===== src/lwx_pkg.sv =====
// Package of constants and types for the latch-write, test and XOR execute block
package lwx_pkg;
    // Opcode field widths
    localparam int unsigned OPC_W = 16;
    localparam int unsigned DATA_W = 8;
    // Upper-bit patterns (6, 7 or 8 bits) of each decoded instruction
    localparam logic [5:0] LATCH_WRITE_HI6 = 6'h29;  // 1010 01
    localparam logic [5:0] LATCH_READ_HI6 = 6'h28;   // 1010 00
    localparam logic [7:0] TEST_SKIP_HI8 = 8'h33;    // 0011 0011
    localparam logic [7:0] XOR_LIT_HI8 = 8'hB4;      // 1011 0100
    localparam logic [6:0] XOR_FILE_HI7 = 7'h06;     // 0000 110
    // Field positions inside the opcode
    localparam int unsigned SEL_T_BIT = 9;
    localparam int unsigned DEST_D_BIT = 8;
    // Reset values
    localparam logic [7:0] ACC_RST = 8'h00;
    localparam logic [15:0] LATCH_RST = 16'h0000;
    localparam logic [7:0] ZERO_BYTE = 8'h00;

    // Instruction cycle phases
    typedef enum logic [1:0]
    {
        PH_DECODE = 2'b00,
        PH_READ = 2'b01,
        PH_PROCESS = 2'b10,
        PH_WRITE = 2'b11
    } lwx_phase_t;

    // Decoded operation
    typedef enum logic [2:0]
    {
        OP_NONE = 3'b000,
        OP_LATCH_WRITE = 3'b001,
        OP_LATCH_READ = 3'b010,
        OP_TEST_SKIP = 3'b011,
        OP_XOR_LIT = 3'b100,
        OP_XOR_FILE = 3'b101
    } lwx_op_t;
endpackage


===== src/lwx_dec_if.sv =====
// Interface carrying the decoded instruction between decoder and executer
`timescale 1ns/100ps
interface lwx_dec_if;
    lwx_pkg::lwx_op_t op;
    logic sel_t;
    logic dest_d;
    logic [7:0] operand;

    modport dec
    (
        output op,
        output sel_t,
        output dest_d,
        output operand
    );
    modport exe
    (
        input op,
        input sel_t,
        input dest_d,
        input operand
    );
endinterface


===== src/lwx_decoder.sv =====
// Combinational opcode decoder for the supported instructions
`timescale 1ns/100ps
module lwx_decoder
(
    // Opcode in
    input wire logic [15:0] opcode_i,
    // Decoded fields out
    lwx_dec_if.dec dec
);
    // Match upper bits; low byte is the file address or literal
    always_comb
    begin
        dec.op = lwx_pkg::OP_NONE;
        if (opcode_i[15:10] == lwx_pkg::LATCH_WRITE_HI6)
            dec.op = lwx_pkg::OP_LATCH_WRITE;
        else if (opcode_i[15:10] == lwx_pkg::LATCH_READ_HI6)
            dec.op = lwx_pkg::OP_LATCH_READ;
        else if (opcode_i[15:8] == lwx_pkg::TEST_SKIP_HI8)
            dec.op = lwx_pkg::OP_TEST_SKIP;
        else if (opcode_i[15:8] == lwx_pkg::XOR_LIT_HI8)
            dec.op = lwx_pkg::OP_XOR_LIT;
        else if (opcode_i[15:9] == lwx_pkg::XOR_FILE_HI7)
            dec.op = lwx_pkg::OP_XOR_FILE;
        dec.sel_t = opcode_i[lwx_pkg::SEL_T_BIT];
        dec.dest_d = opcode_i[lwx_pkg::DEST_D_BIT];
        dec.operand = opcode_i[7:0];
    end
endmodule


===== src/lwx_core.sv =====
// Four-phase execute unit for latch write/read, test-skip and XOR instructions
//
// The strobed register port and the register offsets were decided locally.
`timescale 1ns/100ps

// Behaviour
// - Latch write decodes from 1010 01tx plus a file address, runs one cycle, keeps flags.
// - Latch write copies the file byte into one half of the 16-bit latch only.
// - Selector t high loads the high latch byte, t low loads the low latch byte.
// - Test-skip decodes from 0011 0011 plus an address, reads the file, keeps flags.
// - A zero test result discards the prefetched word and runs a no-operation cycle.
// - Literal XOR decodes from 1011 0100 plus an immediate and takes one cycle.
// - Literal XOR writes accumulator XOR immediate back to the accumulator, zero flag only.
// - Latch read copies the selected latch byte into a file register, latch unchanged.
module lwx_core
(
    // Clock and reset
    input wire logic REF_CLK_I,
    input wire logic RESET_I,
    // Instruction in, sampled at the decode phase
    input wire logic [15:0] OPCODE_I,
    // File register read data for the address on FILE_ADDR_O
    input wire logic [7:0] FILE_RDATA_I,
    // Phase and file register access
    output logic [1:0] PHASE_O,
    output logic [7:0] FILE_ADDR_O,
    output logic FILE_WE_O,
    output logic [7:0] FILE_WDATA_O,
    // Architectural state
    output logic [7:0] ACC_O,
    output logic [15:0] LATCH_O,
    output logic ZERO_FLAG_O,
    // Pulse in the decode phase after the write phase: prefetched word is discarded
    output logic SKIP_O,
    // High for four clocks after a skip, from the no-operation cycle's read phase through the next decode phase
    output logic NOP_CYCLE_O
);
    lwx_dec_if dbus ();

    // Decoder sees the raw opcode; its result is captured at decode phase
    lwx_decoder u_dec
    (
        .opcode_i(OPCODE_I),
        .dec(dbus)
    );

    lwx_pkg::lwx_phase_t phase_q, phase_d;
    lwx_pkg::lwx_op_t op_q, op_d;
    logic sel_t_q, sel_t_d;
    logic dest_d_q, dest_d_d;
    logic [7:0] operand_q, operand_d;
    logic [7:0] rdata_q, rdata_d;
    logic [7:0] result_q, result_d;
    logic [7:0] acc_q, acc_d;
    logic [15:0] latch_q, latch_d;
    logic zero_q, zero_d;
    logic we_q, we_d;
    logic [7:0] wdata_q, wdata_d;
    logic skip_q, skip_d;
    logic nop_q, nop_d;
    logic nop_pend_q, nop_pend_d;

    // Phase sequencing and per-phase datapath
    always_comb
    begin
        phase_d = phase_q;
        op_d = op_q;
        sel_t_d = sel_t_q;
        dest_d_d = dest_d_q;
        operand_d = operand_q;
        rdata_d = rdata_q;
        result_d = result_q;
        acc_d = acc_q;
        latch_d = latch_q;
        zero_d = zero_q;
        we_d = 1'b0;
        wdata_d = wdata_q;
        skip_d = 1'b0;
        nop_d = nop_q;
        nop_pend_d = nop_pend_q;
        unique case (phase_q)
            lwx_pkg::PH_DECODE:
            begin
                phase_d = lwx_pkg::PH_READ;
                nop_d = nop_pend_q;
                nop_pend_d = 1'b0;
                // A discarded word is replaced by a no-operation cycle
                if (nop_pend_q)
                    op_d = lwx_pkg::OP_NONE;
                else
                    op_d = dbus.op;
                sel_t_d = dbus.sel_t;
                dest_d_d = dbus.dest_d;
                operand_d = dbus.operand;
            end
            lwx_pkg::PH_READ:
            begin
                phase_d = lwx_pkg::PH_PROCESS;
                // Operand read: file byte, latch half, or the literal itself
                unique case (op_q)
                    lwx_pkg::OP_LATCH_READ:
                        rdata_d = sel_t_q ? latch_q[15:8] : latch_q[7:0];
                    lwx_pkg::OP_XOR_LIT:
                        rdata_d = operand_q;
                    default:
                        rdata_d = FILE_RDATA_I;
                endcase
            end
            lwx_pkg::PH_PROCESS:
            begin
                phase_d = lwx_pkg::PH_WRITE;
                if (op_q == lwx_pkg::OP_XOR_LIT || op_q == lwx_pkg::OP_XOR_FILE)
                    result_d = acc_q ^ rdata_q;
                else
                    result_d = rdata_q;
            end
            lwx_pkg::PH_WRITE:
            begin
                phase_d = lwx_pkg::PH_DECODE;
                unique case (op_q)
                    lwx_pkg::OP_LATCH_WRITE:
                    begin
                        // Only the selected half changes; no flag is touched
                        if (sel_t_q)
                            latch_d[15:8] = result_q;
                        else
                            latch_d[7:0] = result_q;
                    end
                    lwx_pkg::OP_LATCH_READ:
                    begin
                        we_d = 1'b1;
                        wdata_d = result_q;
                    end
                    lwx_pkg::OP_TEST_SKIP:
                    begin
                        // Flags stay; a zero byte kills the prefetched word
                        if (result_q == lwx_pkg::ZERO_BYTE)
                        begin
                            skip_d = 1'b1;
                            nop_pend_d = 1'b1;
                        end
                    end
                    lwx_pkg::OP_XOR_LIT:
                    begin
                        acc_d = result_q;
                        zero_d = (result_q == lwx_pkg::ZERO_BYTE);
                    end
                    lwx_pkg::OP_XOR_FILE:
                    begin
                        if (dest_d_q)
                        begin
                            we_d = 1'b1;
                            wdata_d = result_q;
                        end
                        else
                            acc_d = result_q;
                        zero_d = (result_q == lwx_pkg::ZERO_BYTE);
                    end
                    default:
                    begin
                        we_d = 1'b0;
                    end
                endcase
            end
        endcase
    end

    // State registers; reset values are a design choice
    always_ff @(posedge REF_CLK_I)
    begin
        if (RESET_I)
        begin
            phase_q <= lwx_pkg::PH_DECODE;
            op_q <= lwx_pkg::OP_NONE;
            sel_t_q <= 1'b0;
            dest_d_q <= 1'b0;
            operand_q <= lwx_pkg::ZERO_BYTE;
            rdata_q <= lwx_pkg::ZERO_BYTE;
            result_q <= lwx_pkg::ZERO_BYTE;
            acc_q <= lwx_pkg::ACC_RST;
            latch_q <= lwx_pkg::LATCH_RST;
            zero_q <= 1'b0;
            we_q <= 1'b0;
            wdata_q <= lwx_pkg::ZERO_BYTE;
            skip_q <= 1'b0;
            nop_q <= 1'b0;
            nop_pend_q <= 1'b0;
        end
        else
        begin
            phase_q <= phase_d;
            op_q <= op_d;
            sel_t_q <= sel_t_d;
            dest_d_q <= dest_d_d;
            operand_q <= operand_d;
            rdata_q <= rdata_d;
            result_q <= result_d;
            acc_q <= acc_d;
            latch_q <= latch_d;
            zero_q <= zero_d;
            we_q <= we_d;
            wdata_q <= wdata_d;
            skip_q <= skip_d;
            nop_q <= nop_d;
            nop_pend_q <= nop_pend_d;
        end
    end

    // Outputs straight from flip-flops; address is the latched low byte
    assign PHASE_O = phase_q;
    assign FILE_ADDR_O = operand_q;
    assign FILE_WE_O = we_q;
    assign FILE_WDATA_O = wdata_q;
    assign ACC_O = acc_q;
    assign LATCH_O = latch_q;
    assign ZERO_FLAG_O = zero_q;
    assign SKIP_O = skip_q;
    assign NOP_CYCLE_O = nop_q;
endmodule


===== config.mk =====
export PLATFORM = sky130hd
export DESIGN_NAME = lwx_core
export DESIGN_NICKNAME = d
export VERILOG_FILES = /design/src/lwx_pkg.sv /design/src/lwx_dec_if.sv /design/src/lwx_decoder.sv /design/src/lwx_core.sv
export SDC_FILE = /design/constraint.sdc
export NUM_CORES = 1
export LEC_CHECK = 0
export ABC_AREA = 1
export BUFFER_PORTS_ARGS = -buffer_cell sky130_fd_sc_hd__buf_2
export CAP_MARGIN = 20
export CORE_UTILIZATION = 53
export DETAILED_ROUTE_END_ITERATION = 8
export PLACE_DENSITY = 0.79
export SETUP_SLACK_MARGIN = 0.1
export SLEW_MARGIN = 20
export SYNTH_ARGS = -nofsm -noshare
export SYNTH_HDL_FRONTEND = slang
export SYNTH_SLANG_ARGS = --single-unit

===== constraint.sdc =====
create_clock -name REF_CLK_I -period 2 [get_ports REF_CLK_I]
set_clock_uncertainty 0.1 [all_clocks]
set_input_delay 0.1 -clock REF_CLK_I [delete_from_list [all_inputs] [get_ports REF_CLK_I]]
set_output_delay 0.1 -clock REF_CLK_I [all_outputs]
set_load 0.03 [all_outputs]

# --- Word level (Yosys, flattened, before mapping) ---
# Cells that the tools add are included.
word_totals:
  out_inout_bits: 46
  latch_bits: 0
  ramBits: 0
  rom_bits: 0
  in_bits: 26
  n_memories: 0
  reg_bits: 68
classes:
  eq_ne: 17
  n_mux: 20
  n_reduce_logical: 15
  order_cmp: 0
  n_addsub: 0
  n_shift: 0
  div_mod_pow: 0
  multipliers: 0
  bitwise: 4
op_table:
  columns: ["operator", "n"]
  rows:
  - ["$pmux W8 S2", 3]
  - ["$mux W8", 4]
  - ["$mux W3", 6]
  - ["$reduce_and A3 Y1", 5]
  - ["$eq A6 B6 Y1 const B", 2]
  - ["$eq A8 B6 Y1 const B", 1]
  - ["$eq A8 B8 Y1 const B", 1]
  - ["$logic_not A8 Y1", 1]
  - ["$pmux W2 S4", 1]
  - ["$xor A8 B8 Y8", 1]
  - ["$eq A7 B3 Y1 const B", 1]
  - ["$eq A3 B2 Y1 const B", 2]
  - ["$eq A3 B3 Y1 const B", 2]
  - ["$ne A2 B2 Y1 const B", 3]
  - ["$reduce_bool A2 Y1", 3]
  - ["$eq A2 B2 Y1 const B", 2]
  - ["$mux W1", 4]
  - ["$pmux W1 S2", 2]
  - ["$reduce_or A2 Y1", 2]
  - ["$eq A3 B1 Y1 const B", 1]
  - ["$not A1 Y1", 3]
  - ["$reduce_or A3 Y1", 1]
  - ["$eq A2 B1 Y1 const B", 1]
  - ["$logic_not A2 Y1", 1]
  - ["3 further kinds", 3]

# --- Longest topological paths before layout ---
# Gate-level depths: netlist of run 1.
logic_depth:
  depth_word: 7
  mapped_depth: 8
  ltp_nobuf: 8

# --- Hierarchy ---
# A second synthesis of run 1 with hierarchy kept.
hier_totals:
  cells_unflattened: 479
  area_unflattened_um2: 3275.6
modules_own_cells:
  columns: ["module", "instances", "area_each_um2", "cells_each"]
  rows:
  - ["lwx_core", 1, 3084.2, 441]
  - ["lwx_decoder", 1, 191.4, 38]

# --- Worst setup path before layout of run 1 ---
# OpenSTA, ideal clock, no wires.
synth_timing:
  path_kind: "flip-flop to flip-flop"
  start: "register phase_q[1] (netlist: PHASE_O[1])"
  end: "register wdata_q[0] (netlist: FILE_WDATA_O[0])"
  setup_time_ns: 0.116
  stages_incl_launch_ff: 9
  required_ns: 1.784
  n_path_buf: 0
  arrival_time_ns: 1.500
  period_less_slack_ns: 1.716
  slack_ns: 0.284
  cell_sequence: "dfxtp_1 -> ha_1 -> inv_1 -> nor2_4 -> nand3_1 -> nand2_4 -> inv_4 -> nor2_1 -> nor2_1"
synth_between:
  elab_chain_len: 2
synth_lines:
  columns: ["element", "line", "source"]
  rows:
  - ["start, declared", "lwx_core.sv:47", "lwx_pkg::lwx_phase_t phase_q, phase_d;"]
  - ["start signal, assigned", "lwx_core.sv:173", "phase_q <= lwx_pkg::PH_DECODE;"]
  - ["start signal, assigned", "lwx_core.sv:191", "phase_q <= phase_d;"]
  - ["$eq A2 B2 Y1", "lwx_core.sv:81", "unique case (phase_q)"]
  - ["$reduce_and A3 Y1 (no source line)", null, null]
  - ["end signal, assigned", "lwx_core.sv:184", "wdata_q <= lwx_pkg::ZERO_BYTE;"]
  - ["end signal, assigned", "lwx_core.sv:202", "wdata_q <= wdata_d;"]
  - ["end, declared", "lwx_core.sv:58", "logic [7:0] wdata_q, wdata_d;"]
# Every way passes these cells.
# A chain may end at the register's enable or synchronous reset.

# --- Worst setup path after layout of run 1 ---
layout_timing:
  start: "register phase_q[1] (netlist: PHASE_O[1])"
  end: "register wdata_q[2] (netlist: FILE_WDATA_O[2])"
# The elaborated chain is that of the path after synthesis.

==> results of run 1 <==
## layer usage
metal / GRT usage [%] / vias to the layer above / part of all wire [%]
li1: - / 1481 / -
met1: 36.7 / 1345 / 44
met2: 46.3 / 130 / 46
met3: 5.99 / 17 / 7.5
met4: 11.3 / 0 / 2.3
met5: 0 / - / 0
## power by group through the flow
stage,sequential (W),combinational (W),clock [W]
after floorplan,0.00178,0.000458,0
after detailed placement,0.00174,0.000815,0
after global routing,0.00173,0.000952,0.00100
after global placement,0.00174,0.000799,0
after CTS,0.00171,0.000847,0.000927
final,0.00172,0.000858,0.000917
## worst max path at each step
stage	to	cells after the start
after floorplan	FILE_WDATA_O[0]$_SDFFE_PP0P_	8
after global placement	FILE_WDATA_O[2]$_SDFFE_PP0P_	8
after detailed placement	FILE_WDATA_O[2]$_SDFFE_PP0P_	8
after CTS	FILE_WDATA_O[1]$_SDFFE_PP0P_	8
after global routing	FILE_WDATA_O[2]$_SDFFE_PP0P_	8
final	FILE_WDATA_O[2]$_SDFFE_PP0P_	8
## cell usage after synthesis
library cell    n  area, um2
ha_1            4       50.1
nand2_4         1       11.3
nor3_1          1       5.00
nand2_2         3       18.8
nand3_2         3       30.0
dfxtp_1        68       1360
clkbuf_1       11       41.3
buf_2           1       5.00
inv_4           2       12.5
nor2_4          3       33.8
nor2_1        106        398
nand2_1        67        251
nor2_2          2       12.5
clkinv_2        2       10.0
inv_1          20       75.1
xor2_1          8       70.1
nand3_1        11       55.1
o21ai_0        64        320
inv_2           3       11.3
nor3_4          1       16.3
a21oi_1        24        120
## logic make-up (layout without fill, tap and decap cells)
group                    Yosys count  in the layout  synth area share, %
AND/OR/NAND/NOR                  198            198                 28.6
AO/OA/AOI/OAI                     88             88                 15.1
flip-flops                        68             68                 46.8
buffers and inverters             39            136                 5.33
XOR/XNOR                           8              8                 2.41
adder cells (fa/ha/maj)            4              4                 1.72
## flip-flops by register name, summed over array words and instances (netlist names)
register	count
FILE_WDATA_O	8
rdata_q	8
result_q	8
op_q	3
nop_pend_q	1
ACC_O	8
FILE_WE_O	1
sel_t_q	1
ZERO_FLAG_O	1
PHASE_O	2
FILE_ADDR_O	8
SKIP_O	1
LATCH_O	16
dest_d_q	1
NOP_CYCLE_O	1
## through the flow
stage	setup slack [ns]	hold slack, ns	area [um2]	util (%)	instances
after floorplan	0.284	0.135	2910	-	405
after global placement	0.432	0.222	3350	64.3	538
after detailed placement	0.381	0.228	3350	64.3	538
after CTS	0.359	0.0820	3690	70.9	572
after global routing	0.194	0.121	3690	70.9	572
final	0.340	0.0916	3690	70.9	572
## critical path: stages (launching register included)
cell	delay, ns
dfxtp_1	0.39
ha_1	0.32
inv_1	0.12
nor2_4	0.15
nand3_1	0.12
nand2_4	0.14
inv_4	0.07
nor2_1	0.09
nor2_1	0.05
## cell type report
cell class | instances | area, um2
sequential | 68 | 1360
fill | 451 | 1520
inverter | 27 | 109
timing repair buffer | 94 | 588
clock buffer | 12 | 135
tap | 70 | 87.6
clock inverter | 3 | 15.0
multi-input combinational | 298 | 1390
==> impl_metrics.toml, run 1 <==
[outcome]
status = "completed"

[yosys]
yosysWarnings = 0
seq_area_frac_synth_pct = 46.8
synth_fp_nets = 435
synthCells = 405
synth_cell_types = 21
syn_area_um2 = 2910
avgSynthCellArea_um2 = 7.18
synth-seq-cells = 68

[sta]
period_needed_ns = 1.66
max_slew_margin_pct = 64.7
finalHoldViolations = 0
period_share_pct = 83.0
rsz0062_at_grt = "no"
slew_violations = 0
tns_ns = 0
finalSetupViolCount = 0
max_slew.worst_pin.slew_ns = 0.530
fmax_ghz = 0.602

[layout]
drive_gt1_share_pct = 21.3
diodes = 0
mostFrequentLayoutCell = "nor2_1"
area_growth_pct = 26.8
fin_nets = 528
layout_common_cells = "106 x nor2_1, 71 x buf_2, 68 x dfxtp_1"

[global_route]
gr-total-overflow = 0
grt_start_max_net_pins = 46
grt_first_pass_wirelength_um = 12800
grt_use_total_pct = 28.4
grt_pass1_vias = 2681
antenna_found_initial = 0

[route]
viasPerCell = 5.20
drc = 0
wl_um = 7990
vias = 2973
drt_iter0_drc = 233
final_antenna_net_count = 0
wire_per_inst_um = 14.0
drtPass1Iterations = 5

[clocking]
cts_root_buffer = "clkbuf_8"
numCtsBuffers = 9
clkLatencyLatePin_ns = 0.34
cts_tree = "yes"
cts.sinks = 68
cts_resized = 0
cts_setup_buffers = 0
cts_buffer_depth = 2
clk_pin_slew_ns = 0.07
hold_buffers = 19
htreeDepth = 3

[setup_path]
critPathLaunchType = "flop"
cp.required_ns = 2.13
rr_worst_depth = 8
startpoint = "PHASE_O[1]$_SDFF_PP0_"
r2r_slack_ns = 0.34
crit_fanout = 9
arrival_ns = 1.79
r2r-end = "FILE_WDATA_O[2]$_SDFFE_PP0P_"
r2r-start = "PHASE_O[1]$_SDFF_PP0_"
worst-setup-path-type = "flop to flop"
crit_path_end_kind = "flop"

[die]
initial_core_util_pct = 55.9
core_um2 = 5200
dieArea_um2 = 5790
die_height_um = 76.1
die_w_um = 76.1
ioPinCount = 72
rows = 26

[power_and_ir_drop]
power_switching_w = 0.00125
irDropWorstVdd_uv = 887
p_seq_share_pct = 49.3
leakagePower_nw = 1.71
clkPwrFrac_pct = 26.2
p_per_area_nw_per_um2 = 949
internal-power_w = 0.00225
swShare_pct = 35.7
finalPower_w = 0.00350
combPwrFrac_pct = 24.5

[place]
gp_congestion = 0.859
io_buffers = 71
dp_hpwl_um = 5320

[worst_hold_path]
hp-start = "OPCODE_I[14]"
hold_end = "op_q[2]$_SDFFE_PP0P_"
hold_class = "primary input to flop"
hold_path_depth = 6

[run]
maxCapViolations = 0
Power figures use the tool's default switching activity.
==> inputs of run 2 (changes only) <==
--- a/config.mk
+++ b/config.mk
@@ -8,9 +8,9 @@
 export ABC_AREA = 1
 export BUFFER_PORTS_ARGS = -buffer_cell sky130_fd_sc_hd__buf_2
 export CAP_MARGIN = 20
-export CORE_UTILIZATION = 53
+export CORE_UTILIZATION = 47
 export DETAILED_ROUTE_END_ITERATION = 8
-export PLACE_DENSITY = 0.79
+export PLACE_DENSITY = 0.75
 export SETUP_SLACK_MARGIN = 0.1
 export SLEW_MARGIN = 20
 export SYNTH_ARGS = -nofsm -noshare
==> constraint.sdc (replaced) <==
create_clock -name REF_CLK_I -period 1.4 [get_ports REF_CLK_I]
set_clock_uncertainty 0.1 [all_clocks]
set_input_delay 0.07 -clock REF_CLK_I [delete_from_list [all_inputs] [get_ports REF_CLK_I]]
set_output_delay 0.07 -clock REF_CLK_I [all_outputs]
set_load 0.03 [all_outputs]
==> run 2 against run 1 <==
  * Critical path depth unchanged
  * Register-to-register slack got worse by 0.36 ns
  * Maximum frequency rose by 17%
  * Largest power group unchanged
  * Largest cell class unchanged
  * Sequential cell count did not move
  * Sequential share of layout area decreased by 4.9 points
  * Via count rose by 5.3%
  * The flow now finishes with violations (setup timing)
==> impl_metrics.toml, run 2 (same netlist as run 1, synthesis figures left out) <==
[outcome]
status = "finished with violations"
violations = "setup timing"

[worst_hold_path]
hold_class = "primary input to flop"

[power_and_ir_drop]
p_per_area_nw_per_um2 = 1350
irDropWorstVdd_uv = 1030
leakagePower_nw = 1.93

[sta]
slew_violations = 0
setup_ws_ns = -0.0199
period_needed_ns = 1.42
finalHoldViolations = 0
period_share_pct = 101
rsz0062_at_grt = "yes"
fmax_ghz = 0.704
max_slew_margin_pct = 77.9
max_slew.worst_pin.slew_ns = 0.331
finalSetupViolCount = 9

[setup_path]
crit_path_end_kind = "flop"
worst-setup-path-type = "flop to flop"
critPathLaunchType = "flop"
arrival_ns = 1.56
crit_fanout = 6
cp.required_ns = 1.54

[layout]
area_growth_pct = 48.1
fin_util_pct = 72.3
largest_register_ffs = 16
nFillCells = 441
mostFrequentLayoutCell = "nor2_1"
layout_common_cells = "92 x nor2_1, 72 x buf_2, 62 x dfxtp_1"
drive_gt1_share_pct = 36.1
multi_input_area_um2 = 1680
diodes = 0
fin_nets = 559
seq_area_um2 = 1380

[clocking]
clk_pin_slew_ns = 0.07
cts_root_buffer = "clkbuf_8"
cts_tree = "yes"
cts.sinks = 68
cts_buffer_depth = 2
numCtsBuffers = 9
clkLatencyLatePin_ns = 0.35
htreeDepth = 3

[die]
rows = 28
initial_core_util_pct = 48.8
dieArea_um2 = 6510
die_w_um = 80.7
core_um2 = 5960
die_height_um = 80.7
ioPinCount = 72

[global_route]
antenna_found_initial = 0
grt_first_pass_wirelength_um = 13100
gr-total-overflow = 0
grt_pass1_vias = 2764
grt_start_max_net_pins = 41
grt_use_total_pct = 27.4

[route]
vias = 3130
viasPerCell = 5.16
drtPass1Iterations = 4
wire_per_inst_um = 14.9
final_antenna_net_count = 0
drc = 0
drt_iter0_drc = 222
wl_um = 9060

[place]
dp_hpwl_um = 5380
dp_slack_ns = -0.000730
gp_congestion = 0.863
io_buffers = 71

[run]
maxCapViolations = 0
-- run 2: worst max-delay path, stage by stage (launching register included) --
cell and delay, ns:
dfxtp_4 0.37, ha_4 0.18, inv_2 0.06, nor2_4 0.15, nand3_4 0.13, nand2_8 0.13, inv_6 0.06, nor2_2 0.07
nor2_1 0.05
-- run 2: report_power, final --
part	internal [W]	switching, W	total [W]	leakage, nW
clock	0.000898	0.000699	0.00160	0.0983
sequential	0.00217	0.000233	0.00241	0.557
combinational	0.000741	0.00107	0.00181	1.27
-- run 2: layout make-up --
type	instances	share of cell area, %
Timing Repair Buffer	120	19.0
Clock buffer	12	3.60
Multi-Input combinational cell	302	39.0
Timing Repair inverter	1	0.145
Clock inverter	2	0.813
Inverter	27	3.31
Tap cell	75	2.18
Sequential cell	68	32.0
-- run 2: worst paths after layout --
kind / start / to / slack, ns / depth (start not counted)
hold reg to reg: NOP_CYCLE_O$_SDFFE_PP0P_ / NOP_CYCLE_O$_SDFFE_PP0P_ / 0.39 / 2
hold / removal: OPCODE_I[14] / op_q[1]$_SDFFE_PP0P_ / 0.04 / 6
setup / recovery: PHASE_O[1]$_SDFF_PP0_ / FILE_WDATA_O[2]$_SDFFE_PP0P_ / -0.02 / 8
setup reg to reg: PHASE_O[1]$_SDFF_PP0_ / FILE_WDATA_O[2]$_SDFFE_PP0P_ / -0.02 / 8
-- run 2: what timing repair did --
action                                 CTS  global route
gates cloned                             2             4
resized for setup                       14           100
endpoints found under the hold margin   25             0
setup endpoints to repair               33            66
pin swaps                                6            22
hold buffers                            19             0
buffers inserted                         3            12
-- run 2: layer usage --
layer  vias to the layer above  part of all wire, %  global-route usage [%]  wire, um
li1                       1555                    -                       -         -
met2                       141                   48                    44.9      4360
met1                      1416                   41                    34.1      3730
met4                         0                  1.8                    8.04       160
met5                         -                    0                       0         0
met3                        18                  8.9                    8.75       810
-- run 2: stage by stage --
stage	cells	power (W)	hold slack, ns	cell area, um2	TNS [ns]
final	607	0.00582	0.0354	4310	-0.0963
after global routing	607	0.00610	0.0650	4310	-0.801
after CTS	591	0.00544	0.0324	3930	-0.00516
after detailed placement	553	0.00376	0.201	3460	-0.000730
after global placement	553	0.00374	0.191	3460	0
after floorplan	405	0.00328	0.105	2960	0
